$ cat src/design/rfw_pkg.sv
// Shared constants and types of the receive filter and wake control bank
package rfw_pkg;

  // ****************************************
  // Register offsets
  // ****************************************
  localparam logic [7:0] RFW_FILTER_CONTROL_OFS = 8'h48;
  localparam logic [7:0] RFW_FILTER_DATA_PORT_OFS = 8'h4c;
  localparam logic [7:0] RFW_WAKE_EVENT_CONTROL_OFS = 8'hb0;
  localparam logic [7:0] RFW_WAKE_FRAME_CRC_WINDOW_OFS = 8'hbc;

  // ****************************************
  // Field positions
  // ****************************************
  localparam int RFW_FILTER_ENABLE_BIT = 31;
  localparam int RFW_ACCEPT_ALL_BCAST_BIT = 30;
  localparam int RFW_ACCEPT_ALL_MCAST_BIT = 29;
  localparam int RFW_ACCEPT_ALL_PHYS_BIT = 28;
  localparam int RFW_FILTER_INDEX_LSB = 16;
  localparam int RFW_DATA_FIELD_W = 16;
  localparam int RFW_GATE_CLK_BIT = 31;
  localparam int RFW_WAKE_ALL_BIT = 30;
  localparam int RFW_CRC_SELECT_LSB = 24;
  localparam int RFW_FRAME_WAKE_LSB = 20;
  localparam int RFW_MAGIC_STRICT_BIT = 11;
  localparam int RFW_MAGIC_WAKE_BIT = 10;
  localparam int RFW_LINK_UP_BIT = 1;
  localparam int RFW_LINK_DOWN_BIT = 0;

  // ****************************************
  // Filter index codes
  // ****************************************
  localparam logic [3:0] RFW_IDX_NODE_LAST = 4'h2;
  localparam logic [3:0] RFW_IDX_HASH_FIRST = 4'h4;
  localparam logic [3:0] RFW_IDX_HASH_LAST = 4'hb;
  localparam int RFW_NODE_WORDS = 3;
  localparam int RFW_HASH_WORDS = 8;
  localparam int RFW_FRAMES = 3;

  // ****************************************
  // Types
  // ****************************************
  typedef struct packed {
    logic wr;
    logic rd;
    logic [7:0] addr;
    logic [31:0] wdata;
  } rfw_reg_req_t;

  typedef struct packed {
    logic valid;
    logic error;
    logic [47:0] dest;
    logic [6:0] crc_index;
  } rfw_rx_check_t;

  typedef struct packed {
    logic filter_en;
    logic accept_all_broadcast;
    logic accept_all_multicast;
    logic accept_all_physical;
    logic [3:0] filter_index;
  } rfw_filter_ctl_t;

  typedef struct packed {
    logic gate_en;
    logic wake_all;
    logic [2:0] crc_select;
    logic [2:0] frame_wake_en;
    logic magic_strict;
    logic magic_wake_en;
    logic link_up_wake_en;
    logic link_down_wake_en;
  } rfw_wake_ctl_t;

  typedef struct packed {
    rfw_filter_ctl_t fctl;
    logic [47:0] node;
    logic [127:0] hash;
    rfw_wake_ctl_t wctl;
    logic [2:0][31:0] crc;
    logic iso;
    logic [31:0] rdata;
    logic rvalid;
    logic decided;
    logic accept;
    logic good;
    logic pme;
    logic gate;
    logic hrst_s1;
    logic hrst_s2;
    logic link_s1;
    logic link_s2;
    logic link_prev;
  } rfw_state_t;

endpackage : rfw_pkg

$ cat src/design/rfw_bank.sv
// Receive filter and wake control register bank
`timescale 1ns/100ps
`default_nettype none
module rfw_bank (
  input wire logic clock,
  input wire logic arst_n,
  input wire rfw_pkg::rfw_reg_req_t reg_req,
  output logic [31:0] reg_rdata,
  output logic reg_rvalid,
  input wire logic soft_rst,
  input wire logic pci_hard_rst_pin,
  input wire rfw_pkg::rfw_rx_check_t rx_check,
  output logic rx_decided,
  output logic rx_accept,
  input wire logic link_status_pin,
  input wire logic magic_hit,
  input wire logic [2:0] frame_hit,
  input wire logic pme_en,
  input wire logic d3cold,
  input wire logic pme_clear,
  input wire logic isolation_select_wr,
  input wire logic isolation_select_in,
  output logic isolation_select,
  output logic magic_strict,
  output logic pme_n,
  output logic inta_n,
  output logic dual_clock_gate
);

  // ****************************************
  // State
  // ****************************************
  rfw_pkg::rfw_state_t s_reg;
  rfw_pkg::rfw_state_t s_next;
  logic filt_accept;
  logic wake_hit;
  logic link_up_evt;
  logic link_down_evt;

  assign link_up_evt = s_reg.link_s2 & ~s_reg.link_prev;
  assign link_down_evt = ~s_reg.link_s2 & s_reg.link_prev;

  rfw_addr_filter rfw_addr_filter_i (
    .dest(rx_check.dest),
    .crc_index(rx_check.crc_index),
    .fctl(s_reg.fctl),
    .node(s_reg.node),
    .hash(s_reg.hash),
    .accept(filt_accept)
  );

  rfw_wake_logic rfw_wake_logic_i (
    .wctl(s_reg.wctl),
    .pme_en(pme_en),
    .link_up_evt(link_up_evt),
    .link_down_evt(link_down_evt),
    .magic_hit(magic_hit),
    .frame_hit(frame_hit),
    .good_pkt(s_reg.good),
    .wake_hit(wake_hit)
  );

  // ****************************************
  // Register images
  // ****************************************
  function automatic logic [31:0] wake_image(rfw_pkg::rfw_wake_ctl_t w);
    logic [31:0] v;
    v = 32'h0000_0000;
    v[rfw_pkg::RFW_GATE_CLK_BIT] = w.gate_en;
    v[rfw_pkg::RFW_WAKE_ALL_BIT] = w.wake_all;
    v[rfw_pkg::RFW_CRC_SELECT_LSB +: 3] = w.crc_select;
    v[rfw_pkg::RFW_FRAME_WAKE_LSB +: 3] = w.frame_wake_en;
    v[rfw_pkg::RFW_MAGIC_STRICT_BIT] = w.magic_strict;
    v[rfw_pkg::RFW_MAGIC_WAKE_BIT] = w.magic_wake_en;
    v[rfw_pkg::RFW_LINK_UP_BIT] = w.link_up_wake_en;
    v[rfw_pkg::RFW_LINK_DOWN_BIT] = w.link_down_wake_en;
    return v;
  endfunction : wake_image

  function automatic logic [15:0] port_word(rfw_pkg::rfw_state_t s);
    logic [15:0] v;
    v = 16'h0000;
    for (int i = 0; i < rfw_pkg::RFW_NODE_WORDS; i++) begin
      if (s.fctl.filter_index == 4'(i)) begin
        v = s.node[i*16 +: 16];
      end
    end
    for (int i = 0; i < rfw_pkg::RFW_HASH_WORDS; i++) begin
      if (s.fctl.filter_index == rfw_pkg::RFW_IDX_HASH_FIRST + 4'(i)) begin
        v = s.hash[i*16 +: 16];
      end
    end
    return v;
  endfunction : port_word

  function automatic logic [31:0] read_mux(rfw_pkg::rfw_state_t s,
                                           logic [7:0] addr);
    logic [31:0] v;
    v = 32'h0000_0000;
    case (addr)
      rfw_pkg::RFW_FILTER_CONTROL_OFS: begin
        v[rfw_pkg::RFW_FILTER_ENABLE_BIT] = s.fctl.filter_en;
        v[rfw_pkg::RFW_ACCEPT_ALL_BCAST_BIT] = s.fctl.accept_all_broadcast;
        v[rfw_pkg::RFW_ACCEPT_ALL_MCAST_BIT] = s.fctl.accept_all_multicast;
        v[rfw_pkg::RFW_ACCEPT_ALL_PHYS_BIT] = s.fctl.accept_all_physical;
        v[rfw_pkg::RFW_FILTER_INDEX_LSB +: 4] = s.fctl.filter_index;
      end
      rfw_pkg::RFW_FILTER_DATA_PORT_OFS: begin
        v[rfw_pkg::RFW_DATA_FIELD_W-1:0] = port_word(s);
      end
      rfw_pkg::RFW_WAKE_EVENT_CONTROL_OFS: begin
        v = wake_image(s.wctl);
      end
      rfw_pkg::RFW_WAKE_FRAME_CRC_WINDOW_OFS: begin
        for (int i = 0; i < rfw_pkg::RFW_FRAMES; i++) begin
          if (s.wctl.crc_select[i]) begin
            v = v | s.crc[i];
          end
        end
      end
      default: begin
        v = 32'h0000_0000;
      end
    endcase
    return v;
  endfunction : read_mux

  // ****************************************
  // Next state
  // ****************************************
  always_comb begin
    logic [31:0] wd;
    logic [3:0] idx;
    wd = reg_req.wdata;
    idx = s_reg.fctl.filter_index;
    s_next = s_reg;
    s_next.rvalid = 1'b0;
    s_next.decided = 1'b0;
    s_next.accept = 1'b0;
    s_next.good = 1'b0;
    s_next.hrst_s1 = pci_hard_rst_pin;
    s_next.hrst_s2 = s_reg.hrst_s1;
    s_next.link_s1 = link_status_pin;
    s_next.link_s2 = s_reg.link_s1;
    s_next.link_prev = s_reg.link_s2;
    if (reg_req.wr) begin
      case (reg_req.addr)
        rfw_pkg::RFW_FILTER_CONTROL_OFS: begin
          s_next.fctl.filter_en = wd[rfw_pkg::RFW_FILTER_ENABLE_BIT];
          s_next.fctl.accept_all_broadcast =
            wd[rfw_pkg::RFW_ACCEPT_ALL_BCAST_BIT];
          s_next.fctl.accept_all_multicast =
            wd[rfw_pkg::RFW_ACCEPT_ALL_MCAST_BIT];
          s_next.fctl.accept_all_physical =
            wd[rfw_pkg::RFW_ACCEPT_ALL_PHYS_BIT];
          s_next.fctl.filter_index = wd[rfw_pkg::RFW_FILTER_INDEX_LSB +: 4];
        end
        rfw_pkg::RFW_FILTER_DATA_PORT_OFS: begin
          // Node words then hash words; reserved codes drop the write
          if (idx <= rfw_pkg::RFW_IDX_NODE_LAST) begin
            s_next.node[idx*16 +: 16] = wd[15:0];
          end else if (idx >= rfw_pkg::RFW_IDX_HASH_FIRST &&
                       idx <= rfw_pkg::RFW_IDX_HASH_LAST) begin
            s_next.hash[(idx - rfw_pkg::RFW_IDX_HASH_FIRST)*16 +: 16] =
              wd[15:0];
          end
        end
        rfw_pkg::RFW_WAKE_EVENT_CONTROL_OFS: begin
          s_next.wctl.gate_en = wd[rfw_pkg::RFW_GATE_CLK_BIT];
          s_next.wctl.wake_all = wd[rfw_pkg::RFW_WAKE_ALL_BIT];
          s_next.wctl.crc_select = wd[rfw_pkg::RFW_CRC_SELECT_LSB +: 3];
          s_next.wctl.frame_wake_en = wd[rfw_pkg::RFW_FRAME_WAKE_LSB +: 3];
          s_next.wctl.magic_strict = wd[rfw_pkg::RFW_MAGIC_STRICT_BIT];
          s_next.wctl.magic_wake_en = wd[rfw_pkg::RFW_MAGIC_WAKE_BIT];
          s_next.wctl.link_up_wake_en = wd[rfw_pkg::RFW_LINK_UP_BIT];
          s_next.wctl.link_down_wake_en = wd[rfw_pkg::RFW_LINK_DOWN_BIT];
        end
        rfw_pkg::RFW_WAKE_FRAME_CRC_WINDOW_OFS: begin
          for (int i = 0; i < rfw_pkg::RFW_FRAMES; i++) begin
            if (s_reg.wctl.crc_select[i]) begin
              s_next.crc[i] = wd;
            end
          end
        end
        default: begin
        end
      endcase
    end
    if (reg_req.rd) begin
      s_next.rvalid = 1'b1;
      s_next.rdata = read_mux(s_reg, reg_req.addr);
    end
    if (rx_check.valid) begin
      s_next.decided = 1'b1;
      s_next.accept = filt_accept;
      s_next.good = filt_accept & ~rx_check.error;
    end
    // Event set wins over clear
    if (pme_clear) begin
      s_next.pme = 1'b0;
    end
    if (wake_hit) begin
      s_next.pme = 1'b1;
    end
    s_next.gate = s_reg.wctl.gate_en & d3cold & ~pme_en;
    if (isolation_select_wr) begin
      s_next.iso = isolation_select_in;
    end
    if (soft_rst) begin
      s_next.fctl = '0;
      s_next.wctl = '0;
      s_next.crc = '0;
      s_next.rdata = 32'h0000_0000;
    end
    // Host reset only clears the read path
    if (s_reg.hrst_s2) begin
      s_next.rvalid = 1'b0;
      s_next.rdata = 32'h0000_0000;
    end
  end

  always_ff @(posedge clock or negedge arst_n) begin
    if (!arst_n) begin
      s_reg <= '0;
    end else begin
      s_reg <= s_next;
    end
  end

  // ****************************************
  // Outputs
  // ****************************************
  assign reg_rdata = s_reg.rdata;
  assign reg_rvalid = s_reg.rvalid;
  assign rx_decided = s_reg.decided;
  assign rx_accept = s_reg.accept;
  assign isolation_select = s_reg.iso;
  assign magic_strict = s_reg.wctl.magic_strict;
  assign pme_n = ~s_reg.pme;
  assign inta_n = ~s_reg.pme;
  assign dual_clock_gate = s_reg.gate;
endmodule : rfw_bank
`default_nettype wire

$ cat src/design/rfw_addr_filter.sv
// Destination address qualification of a received packet
`timescale 1ns/100ps
`default_nettype none
module rfw_addr_filter (
  input wire logic [47:0] dest,
  input wire logic [6:0] crc_index,
  input wire rfw_pkg::rfw_filter_ctl_t fctl,
  input wire logic [47:0] node,
  input wire logic [127:0] hash,
  output logic accept
);
  logic bcast;
  logic mcast;

  always_comb begin
    bcast = &dest;
    mcast = dest[0];
    if (!fctl.filter_en) begin
      accept = 1'b0;
    end else if (bcast) begin
      accept = fctl.accept_all_broadcast;
    end else if (mcast) begin
      // Set hash bit rejects
      accept = fctl.accept_all_multicast | ~hash[crc_index];
    end else begin
      // Octet 0 sits in bits 7-0 of both
      accept = fctl.accept_all_physical | (dest == node);
    end
  end
endmodule : rfw_addr_filter
`default_nettype wire

$ cat src/design/rfw_wake_logic.sv
// Selection of enabled wake-up events
`timescale 1ns/100ps
`default_nettype none
module rfw_wake_logic (
  input wire rfw_pkg::rfw_wake_ctl_t wctl,
  input wire logic pme_en,
  input wire logic link_up_evt,
  input wire logic link_down_evt,
  input wire logic magic_hit,
  input wire logic [2:0] frame_hit,
  input wire logic good_pkt,
  output logic wake_hit
);
  logic gated;

  always_comb begin
    gated = (|(wctl.frame_wake_en & frame_hit))
      | (wctl.magic_wake_en & magic_hit)
      | (wctl.link_up_wake_en & link_up_evt)
      | (wctl.link_down_wake_en & link_down_evt);
    wake_hit = (pme_en & gated) | (wctl.wake_all & good_pkt);
  end
endmodule : rfw_wake_logic
`default_nettype wire

$ cat config.mk
export PLATFORM = sky130hd
export DESIGN_NAME = rfw_bank
export DESIGN_NICKNAME = d
export VERILOG_FILES = /design/src/design/rfw_pkg.sv /design/src/design/rfw_bank.sv /design/src/design/rfw_addr_filter.sv /design/src/design/rfw_wake_logic.sv
export SDC_FILE = /design/constraint.sdc
export NUM_CORES = 1
export LEC_CHECK = 0
export ABC_AREA = 1
export ABC_CLOCK_PERIOD_IN_PS = 3300
export BUFFER_PORTS_ARGS = -buffer_cell sky130_fd_sc_hd__buf_2
export CAP_MARGIN = 5
export CORE_UTILIZATION = 55
export DETAILED_ROUTE_END_ITERATION = 10
export PLACE_DENSITY = 0.78
export SKIP_CTS_REPAIR_TIMING = 1
export SYNTH_ARGS = -nofsm -noshare
export SYNTH_HDL_FRONTEND = slang
export SYNTH_SLANG_ARGS = --single-unit
$ cat constraint.sdc
create_clock -name clock -period 3.3 [get_ports clock]
set_clock_uncertainty 0.15 [all_clocks]
set_input_delay 0.66 -clock clock [delete_from_list [all_inputs] [get_ports clock]]
set_output_delay 0.66 -clock clock [all_outputs]
set_load 0.005 [all_outputs]
---- Word level (Yosys, flattened, before mapping) ----
Index checks and enable logic that the tools add are counted.
Widths: inputs -> output; s select.
operators by class
  add/sub/neg operators ................... 3
  $lt $le $gt $ge ......................... 4
  eq/ne operators ......................... 15
  shift operators ......................... 4
  muxes and demuxes ....................... 48
  bitwise logic cells ..................... 26
  reduce and logical (&&, ||, !) cells .... 20
operator list
  operator                   count
  $mux 32                    11
  $mux 292                   1
  $mux 128                   2
  $mux 16                    11
  $mux 176                   1
  $bwmux 128                 1
  $shift 16x34->128 const A  1
  $shiftx 16x34->128         1
  $mux 108                   1
  $mux 96                    1
  $mux 33                    2
  $or 32x32->32              2
  $bwmux 48                  1
  $eq 48x48->1               1
  $mux 48                    1
  $pmux 16 s3                1
  $reduce_and 48->1          1
  $shift 16x34->48 const A   1
  $shiftx 16x34->48          1
  $neg 32->34                1
  $neg 8->34                 1
  $eq 4x3->1 const B         4
  $eq 4x4->1 const B         4
  $eq 8x7->1 const B         2
  other kinds (28)           66
word-level totals
  register bits ........................... 336
  output and inout port bits .............. 40
  logic and storage cells ................. 151

---- Depth between registers and ports, before layout ----
Gate-level depths: netlist (run 1).
  word-level depth ........................ 16
  mapped depth ............................ 22
  gate-level depth less buffers ........... 20

---- Modules after synthesis ----
A second synthesis (run 1) with hierarchy kept.
second synthesis, totals
  cell total of the unflattened synthesis .. 2603
  area, all modules ....................... 18915.6 um2
by module, submodules not included
  module           times used  cells each  area each (um2)
  rfw_bank         1           2190        16808.6
  rfw_addr_filter  1           398         2050.7
  rfw_wake_logic   1           15          56.3

---- Worst setup path before layout (run 1) ----
Ideal clock, no wire load.
  kind .................................... reg-to-reg
  start ................................... register s_reg[331] (netlist name)
  end ..................................... register (tool-made name)
  setup time .............................. 0.095 ns
  data arrival time ....................... 2.955 ns
  required time ........................... 3.055 ns
  slack ................................... 0.099 ns
  stages on the path, launching flop included .. 18
  path buffers ............................ 3
  period minus slack after synthesis ...... 3.201 ns
  path through ............................ dfrtp_1 inv_1 clkbuf_1 ha_1 inv_1 ha_1 buf_4 inv_2 nor2_1 nand3_1 o21ai_1 nand3_1 nor2_2 nand2_1 nor2_1 nand3_2 buf_2 o31ai_1
RTL lines
  item                      RTL line         RTL
  start: declaration        rfw_bank.sv:33   rfw_pkg::rfw_state_t s_reg;
  start signal: assignment  rfw_bank.sv:226  s_reg <= s_next;

==> results of run 1 <==
-- layer usage --
| metal | vias to the layer above | GRT usage, % | routed length [um] |
|---|---|---|---|
| met3 | 151 | 6.115 | 5979 |
| met5 | - | 0 | 0 |
| met2 | 1015 | 55.89 | 27070 |
| met4 | 0 | 14.71 | 2344 |
| li1 | 8249 | - | - |
| met1 | 8504 | 50.42 | 24580 |
-- how the worst min path moves through the flow --
stage	cells after the start	to	start	slack, ns
3_5_place_dp	0	s_reg[3]	s_next[3]	0.20
3_3_place_gp	0	s_reg[3]	s_next[3]	0.19
2_1_floorplan	0	s_next[0]	s_next[1]	0.18
4_1_cts	1	async pin	arst_n	-0.18
6_report	1	s_next[3]	pci_hard_rst_pin	0.08
5_1_grt	1	s_next[1]	link_status_pin	0.07
-- stage by stage --
stage	utilization [%]	power, mW	area (um^2)	cells
finish	63.09	9.300	20680	3089
global route	63.09	9.589	20680	3089
CTS	63.03	9.300	20660	3088
detailed placement	59.43	5.292	19480	3025
global placement	59.43	5.273	19480	3025
floorplan	-	4.811	18430	2536
-- area by class of cell --
type	instances	area [um^2]	area share [%]
sequential	336	8408	40.65
clock inverter	9	70.07	0.3387
clock buffer	54	1112	5.377
timing repair buffer	215	1284	6.206
multi-input combinational	1825	8477	40.98
inverter	208	780.7	3.775
tap	442	553.0	2.674
-- cell families after synthesis --
family	after synthesis	share of synthesized area [%]
XOR/XNOR	40	1.901
AO/OA/AOI/OAI	366	11.10
multiplexers	1	0.06109
adder cells (fa/ha/maj)	17	1.195
flip-flops	336	45.61
buffers and inverters	375	8.451
AND/OR/NAND/NOR	1401	31.68
-- worst register-to-register path, stage by stage (launching register included) --
cell	delay (ns)
dfrtp_1	0.47
inv_1	0.16
ha_1	0.25
nand2_1	0.11
ha_1	0.32
inv_2	0.04
nor2_1	0.08
nand3_1	0.07
o21ai_1	0.12
nand3_1	0.11
nor2_2	0.18
inv_1	0.11
nor4_4	0.13
buf_4	0.39
nor2_1	0.08
a21oi_1	0.19
-- power groups by stage --
stage / Combinational (mW) / Sequential, mW / Clock, mW
2_1_floorplan: 0.504 / 4.31 / 0
6_report: 1.01 / 4.24 / 4.05
5_1_grt: 1.10 / 4.25 / 4.24
3_3_place_gp: 0.961 / 4.31 / 0
3_5_place_dp: 0.976 / 4.32 / 0
4_1_cts: 0.981 / 4.24 / 4.08
-- synth_stat cells, types with 7 or more instances --
cell type	instances
o21ai_0	250
nor3_1	10
nand2_1	891
a21oi_2	10
buf_2	9
buf_4	37
a31o_2	12
o31ai_1	16
or2_2	36
ha_1	16
nor2_1	188
a21oi_1	40
xor2_1	35
dfrtp_1	336
inv_1	198
buf_1	12
nor4_1	11
clkbuf_1	109
nand3_1	221
nand4_1	28
a31oi_1	7
==> run metrics, run 1 <==
Final HPWL DP=41.83 mm; Syn Area/Cell=7.268 um^2; Core Area=32780 um^2; Crit. End Element=flip-flop; worst path required time=3.59 ns; kind of critical path=reg2reg; Post-Syn Nets=2666; clock buffer depth=3; Warnings, synthesis=0; status=completed; H-Tree Depth=2; family with the most delay on the worst path=simple AND/OR/NAND/NOR gates; Fmax achieved=roughly 330 MHz; antenna fix cells=0; Final #Nets=between 2000 and 3000; top cells by area, synth=dfrtp_1 (46%), nand2_1 (18%), o21ai_0 (6.8%); ANT nets after route=0; Top FF cell, synth=dfrtp_1; Root Buffer=clkbuf_16; crit-path max FO=32; TNS Setup=0 ns; dpl ws=0.2300 ns; final hold viol count=0; critical path depth in cells=15; PortBufs=152; R2R depth=15; first-pass GRT wire length=94.45 mm; Vias/cell=approximately 5.8; initial antenna violation count=0; Synth area leader=dfrtp_1; reg-to-reg startpoint=s_reg[329]; combinational fraction of design power=around 11%; clock power share=43.5%; worst min path class=in2reg; drt pass-1 iters=6; Pint=6.811 mW; Routed WL per cell=19.41 um; #FFs+latches synth=around 340; DR DRC count=0; fin worst setup slack=0.2502 ns; WHS=around 0.081 ns; GRT overflow=0; most frequent cells in the layout=nand2_1 (891), dfrtp_1 (336), o21ai_0 (250); crit path from=s_reg[329]; startpoint types=flip-flop; initial DRC count=2043; LEAKAGE=10.50 nW; Max Cap Viol=0; critical path arrival=approximately 3.3 ns; minimum clock period=3.050 ns; GPL Wtd Cong=between 1 and 1.5; Die Span Y=approximately 190 um; sequential share of the synthesized area=between 40% and 50%; post-synth top area share=45.61%; PD cells=approximately 450 nW/um^2; final count of pins violating max slew=0; Net Sw Frac=26.75%; commonest non-fill, non-tap cell in the layout=nand2_1; critical-path cell list=inv_1, ha_1, nand2_1, ha_1, inv_2, nor2_1, nand3_1, o21ai_1, nand3_1, nor2_2, inv_1, nor4_4, buf_4, nor2_1, a21oi_1; clock-pin slew on the worst setup and hold paths=0.06 ns; Post-synth ARST share=100.0%; RSZ-0062 raised after global routing=false; CP max stage delay=~0.47 ns; Rows=66; fill count=2939; largest net degree at the start of global routing=between 100 and 150; Peak VDD IR=between 0.0003 and 0.0004 V; clk_lat worst skew=about 0.53 ns; slew of the pin with the lowest slew margin=1.091 ns; Reg power frac=45.6%; R2R Setup Slk=0.25 ns; vias in the first global route=16850; Synth cell types=between 40 and 50; final wirelength=59.97 mm; total die area=34250 um^2; DR vias=17920; CTS buffer count=38; Tot GR Track Use=a little over a third; CTS tree=done; Area Growth Syn to Fin=12.22%; Tcrit/Tclk final=92.42%; CTS sink cnt=336; cell count after synthesis=2536; Psw=2.488 mW; die width=185.1 um; setup violators final=0; initial core utilization=56.22%; Slew headroom=26.89%; layout cells sized above 1=between 10% and 20%; I/O pins=153; CP max stage cell=dfrtp_1; Bufs and invs on worst path=4; synthesized cell area=18430 um^2; Post-synth EDFFs=0
No activity file was read; power rests on OpenSTA's default activity.
==> run 2: changes to the inputs <==
--- a/config.mk
+++ b/config.mk
@@ -6,12 +6,12 @@
 export NUM_CORES = 1
 export LEC_CHECK = 0
 export ABC_AREA = 1
-export ABC_CLOCK_PERIOD_IN_PS = 3300
+export ABC_CLOCK_PERIOD_IN_PS = 2850
 export BUFFER_PORTS_ARGS = -buffer_cell sky130_fd_sc_hd__buf_2
 export CAP_MARGIN = 5
-export CORE_UTILIZATION = 55
+export CORE_UTILIZATION = 60
 export DETAILED_ROUTE_END_ITERATION = 10
-export PLACE_DENSITY = 0.78
+export PLACE_DENSITY = 0.81
 export SKIP_CTS_REPAIR_TIMING = 1
 export SYNTH_ARGS = -nofsm -noshare
 export SYNTH_HDL_FRONTEND = slang
==> constraint.sdc (replaced) <==
create_clock -name clock -period 2.85 [get_ports clock]
set_clock_uncertainty 0.15 [all_clocks]
set_input_delay 0.57 -clock clock [delete_from_list [all_inputs] [get_ports clock]]
set_output_delay 0.57 -clock clock [all_outputs]
set_load 0.005 [all_outputs]
==> run 2 against run 1 <==
Against the previous run: count of clock-buffer cells in the layout fell by 6; sequential power grew 16%; hold slack worse by 0.058 ns; fmax increased by 10%; utilization grew 7.8 points; critical path depth is the same; register-to-register slack got worse by 0.16 ns; global-route usage increased by 2.3 points; setup slack worse by 0.16 ns; combinational power grew 24%; routed wire length fell by 1.3%; first-iteration DRC count grew 9.3%.
==> run metrics, run 2 (same netlist as run 1, synthesis figures left out) <==
initial DRC count=2232 (+9.3%); largest net degree at the start of global routing=63 (-44%); status=completed; CTS sink cnt=336 (unchanged); worst path required time=3.08 ns (-0.51 ns); critical path arrival=2.99 ns (-0.35 ns); Hold Path Cell Cnt=1 (unchanged); worst min path class=in2reg; final count of pins violating max slew=0 (unchanged); I/O pins=153 (unchanged); clock-pin slew on the worst setup and hold paths=0.06 ns (about the same); Slew headroom=52.75% (+26 points); Peak VDD IR=0.0005563 V (+55%); GPL Wtd Cong=0.9593 (-4.5%); crit-path max FO=16 (-50%); initial core utilization=61.54% (+5.3 points); Final HPWL DP=40.75 mm (-2.6%); Pwr Total=10.81 mW (+16%); CTS buffer count=37 (-2.6%); layout cells sized above 1=14.98% (+1.7 points); Fmax achieved=362.1 MHz (+10%); CP max stage cell=dfrtp_2; DR DRC count=0 (unchanged); FF/Latch Area=8412 um^2 (about the same); LEAKAGE=10.73 nW (+2.2%); critical-path cell list=inv_4, buf_4, ha_4, inv_6, ha_1, nor3_1, nand4_1, o21ai_2, nand3_2, nor2_4, nand2_4, nor3_4, buf_12, clkbuf_16, a21oi_1; Area Growth Syn to Fin=15.15%; Max Cap Viol=0 (unchanged); total die area=31430 um^2 (-8.2%); die width=177.3 um (-4.2%); CTS tree=done; most frequent cells in the layout=nand2_1 (889), dfrtp_1 (333), o21ai_0 (250); Final #Nets=2780 (+0.94%); Vias/cell=5.891 (+1.6%); Root Buffer=clkbuf_16; first-pass GRT wire length=92.56 mm (-2.0%); Rows=63 (-4.5%); Die Span Y=177.3 um (-4.2%); R2R depth=15 (unchanged); hold_sp=rx_check[56]; initial antenna violation count=0 (unchanged); Core Area=29950 um^2 (-8.6%); final wirelength=59.20 mm (-1.3%); Crit. End Element=flip-flop; Tcrit/Tclk final=96.89% (+4.5 points); DR vias=18030 (+0.63%); H-Tree Depth=2 (unchanged); CP max stage delay=0.42 ns (-0.05 ns); Routed WL per cell=19.34 um (-0.38%); TNS Setup=0 ns (unchanged); reg-to-reg startpoint=s_reg[330]; hold path endpoint=rx_decided; fill count=2453 (-17%); ANT nets after route=0 (unchanged); final hold viol count=0 (unchanged); clk_lat worst skew=0.54 ns (about the same); antenna fix cells=0 (unchanged); startpoint types=flip-flop; minimum clock period=2.761 ns (-0.2884 ns); Multi-input gate area=8615 um^2 (+1.6%); commonest non-fill, non-tap cell in the layout=nand2_1; clock buffer depth=3 (unchanged); drt pass-1 iters=8 (+2); setup violators final=0 (unchanged); GRT overflow=0 (unchanged); Bufs and invs on worst path=5 (+1); kind of critical path=reg2reg; slew of the pin with the lowest slew margin=0.7080 ns (-0.3826 ns); PortBufs=152 (unchanged); PD cells=509.4 nW/um^2 (+13%); vias in the first global route=17040 (+1.1%); R2R Setup Slk=0.09 ns (-0.16 ns); family with the most delay on the worst path=simple AND/OR/NAND/NOR gates; Tot GR Track Use=38.38% (+2.3 points)
[run 2: cell types whose count changed in the layout (fill, tap and decap cells not counted), moves of 3 or more]
cell	previous run	this run
clkbuf_8	8	5
inv_4	0	3
ha_1	16	8
dfrtp_1	336	333
nor2_4	2	5
inv_1	198	194
dfrtp_2	0	3
buf_4	59	63
ha_4	0	6
buf_12	3	21
[run 2: how the worst max path moves through the flow]
stage,endpoint,cells after the start,from
5_1_grt,flip-flop,17,s_reg[330]
2_1_floorplan,flip-flop,18,s_reg[328]
3_5_place_dp,flip-flop,16,s_reg[330]
3_3_place_gp,flip-flop,17,s_reg[330]
6_report,flip-flop,15,s_reg[330]
4_1_cts,flip-flop,16,s_reg[330]
[run 2: cell type report]
cell class,instances,share of cell area [%]
multi-input combinational,1825,40.59
timing repair buffer,242,8.270
sequential,336,39.63
clock inverter,12,0.6661
clock buffer,48,4.793
tap,390,2.299
inverter,208,3.755
[run 2: report_power, final]
part	internal [mW]	switching, mW
registers	4.86	0.0518
clock network	2.70	1.95
logic	0.370	0.875
[run 2: routing by layer]
layer	global-route usage, %	vias to the layer above	part of all wire [%]
li1	-	8302	-
met1	52.21	8404	39
met2	60.21	1123	45
met3	7.603	201	11
met4	15.28	2	4.4
met5	1.442	-	0.093
[run 2: through the flow]
stage	hold slack, ns	instance area (um^2)	setup slack [ns]	utilization (%)	instances
5_1_grt	0.01300	21230	-0.05906	70.86	3061
3_3_place_gp	0.1926	19780	0.09503	66.04	2990
2_1_floorplan	0.1244	18490	-0.01984	-	2536
6_report	0.02254	21230	0.08858	70.86	3061
3_5_place_dp	0.1865	19780	0.06091	66.04	2990
4_1_cts	-0.1351	20940	0.03090	69.90	3050
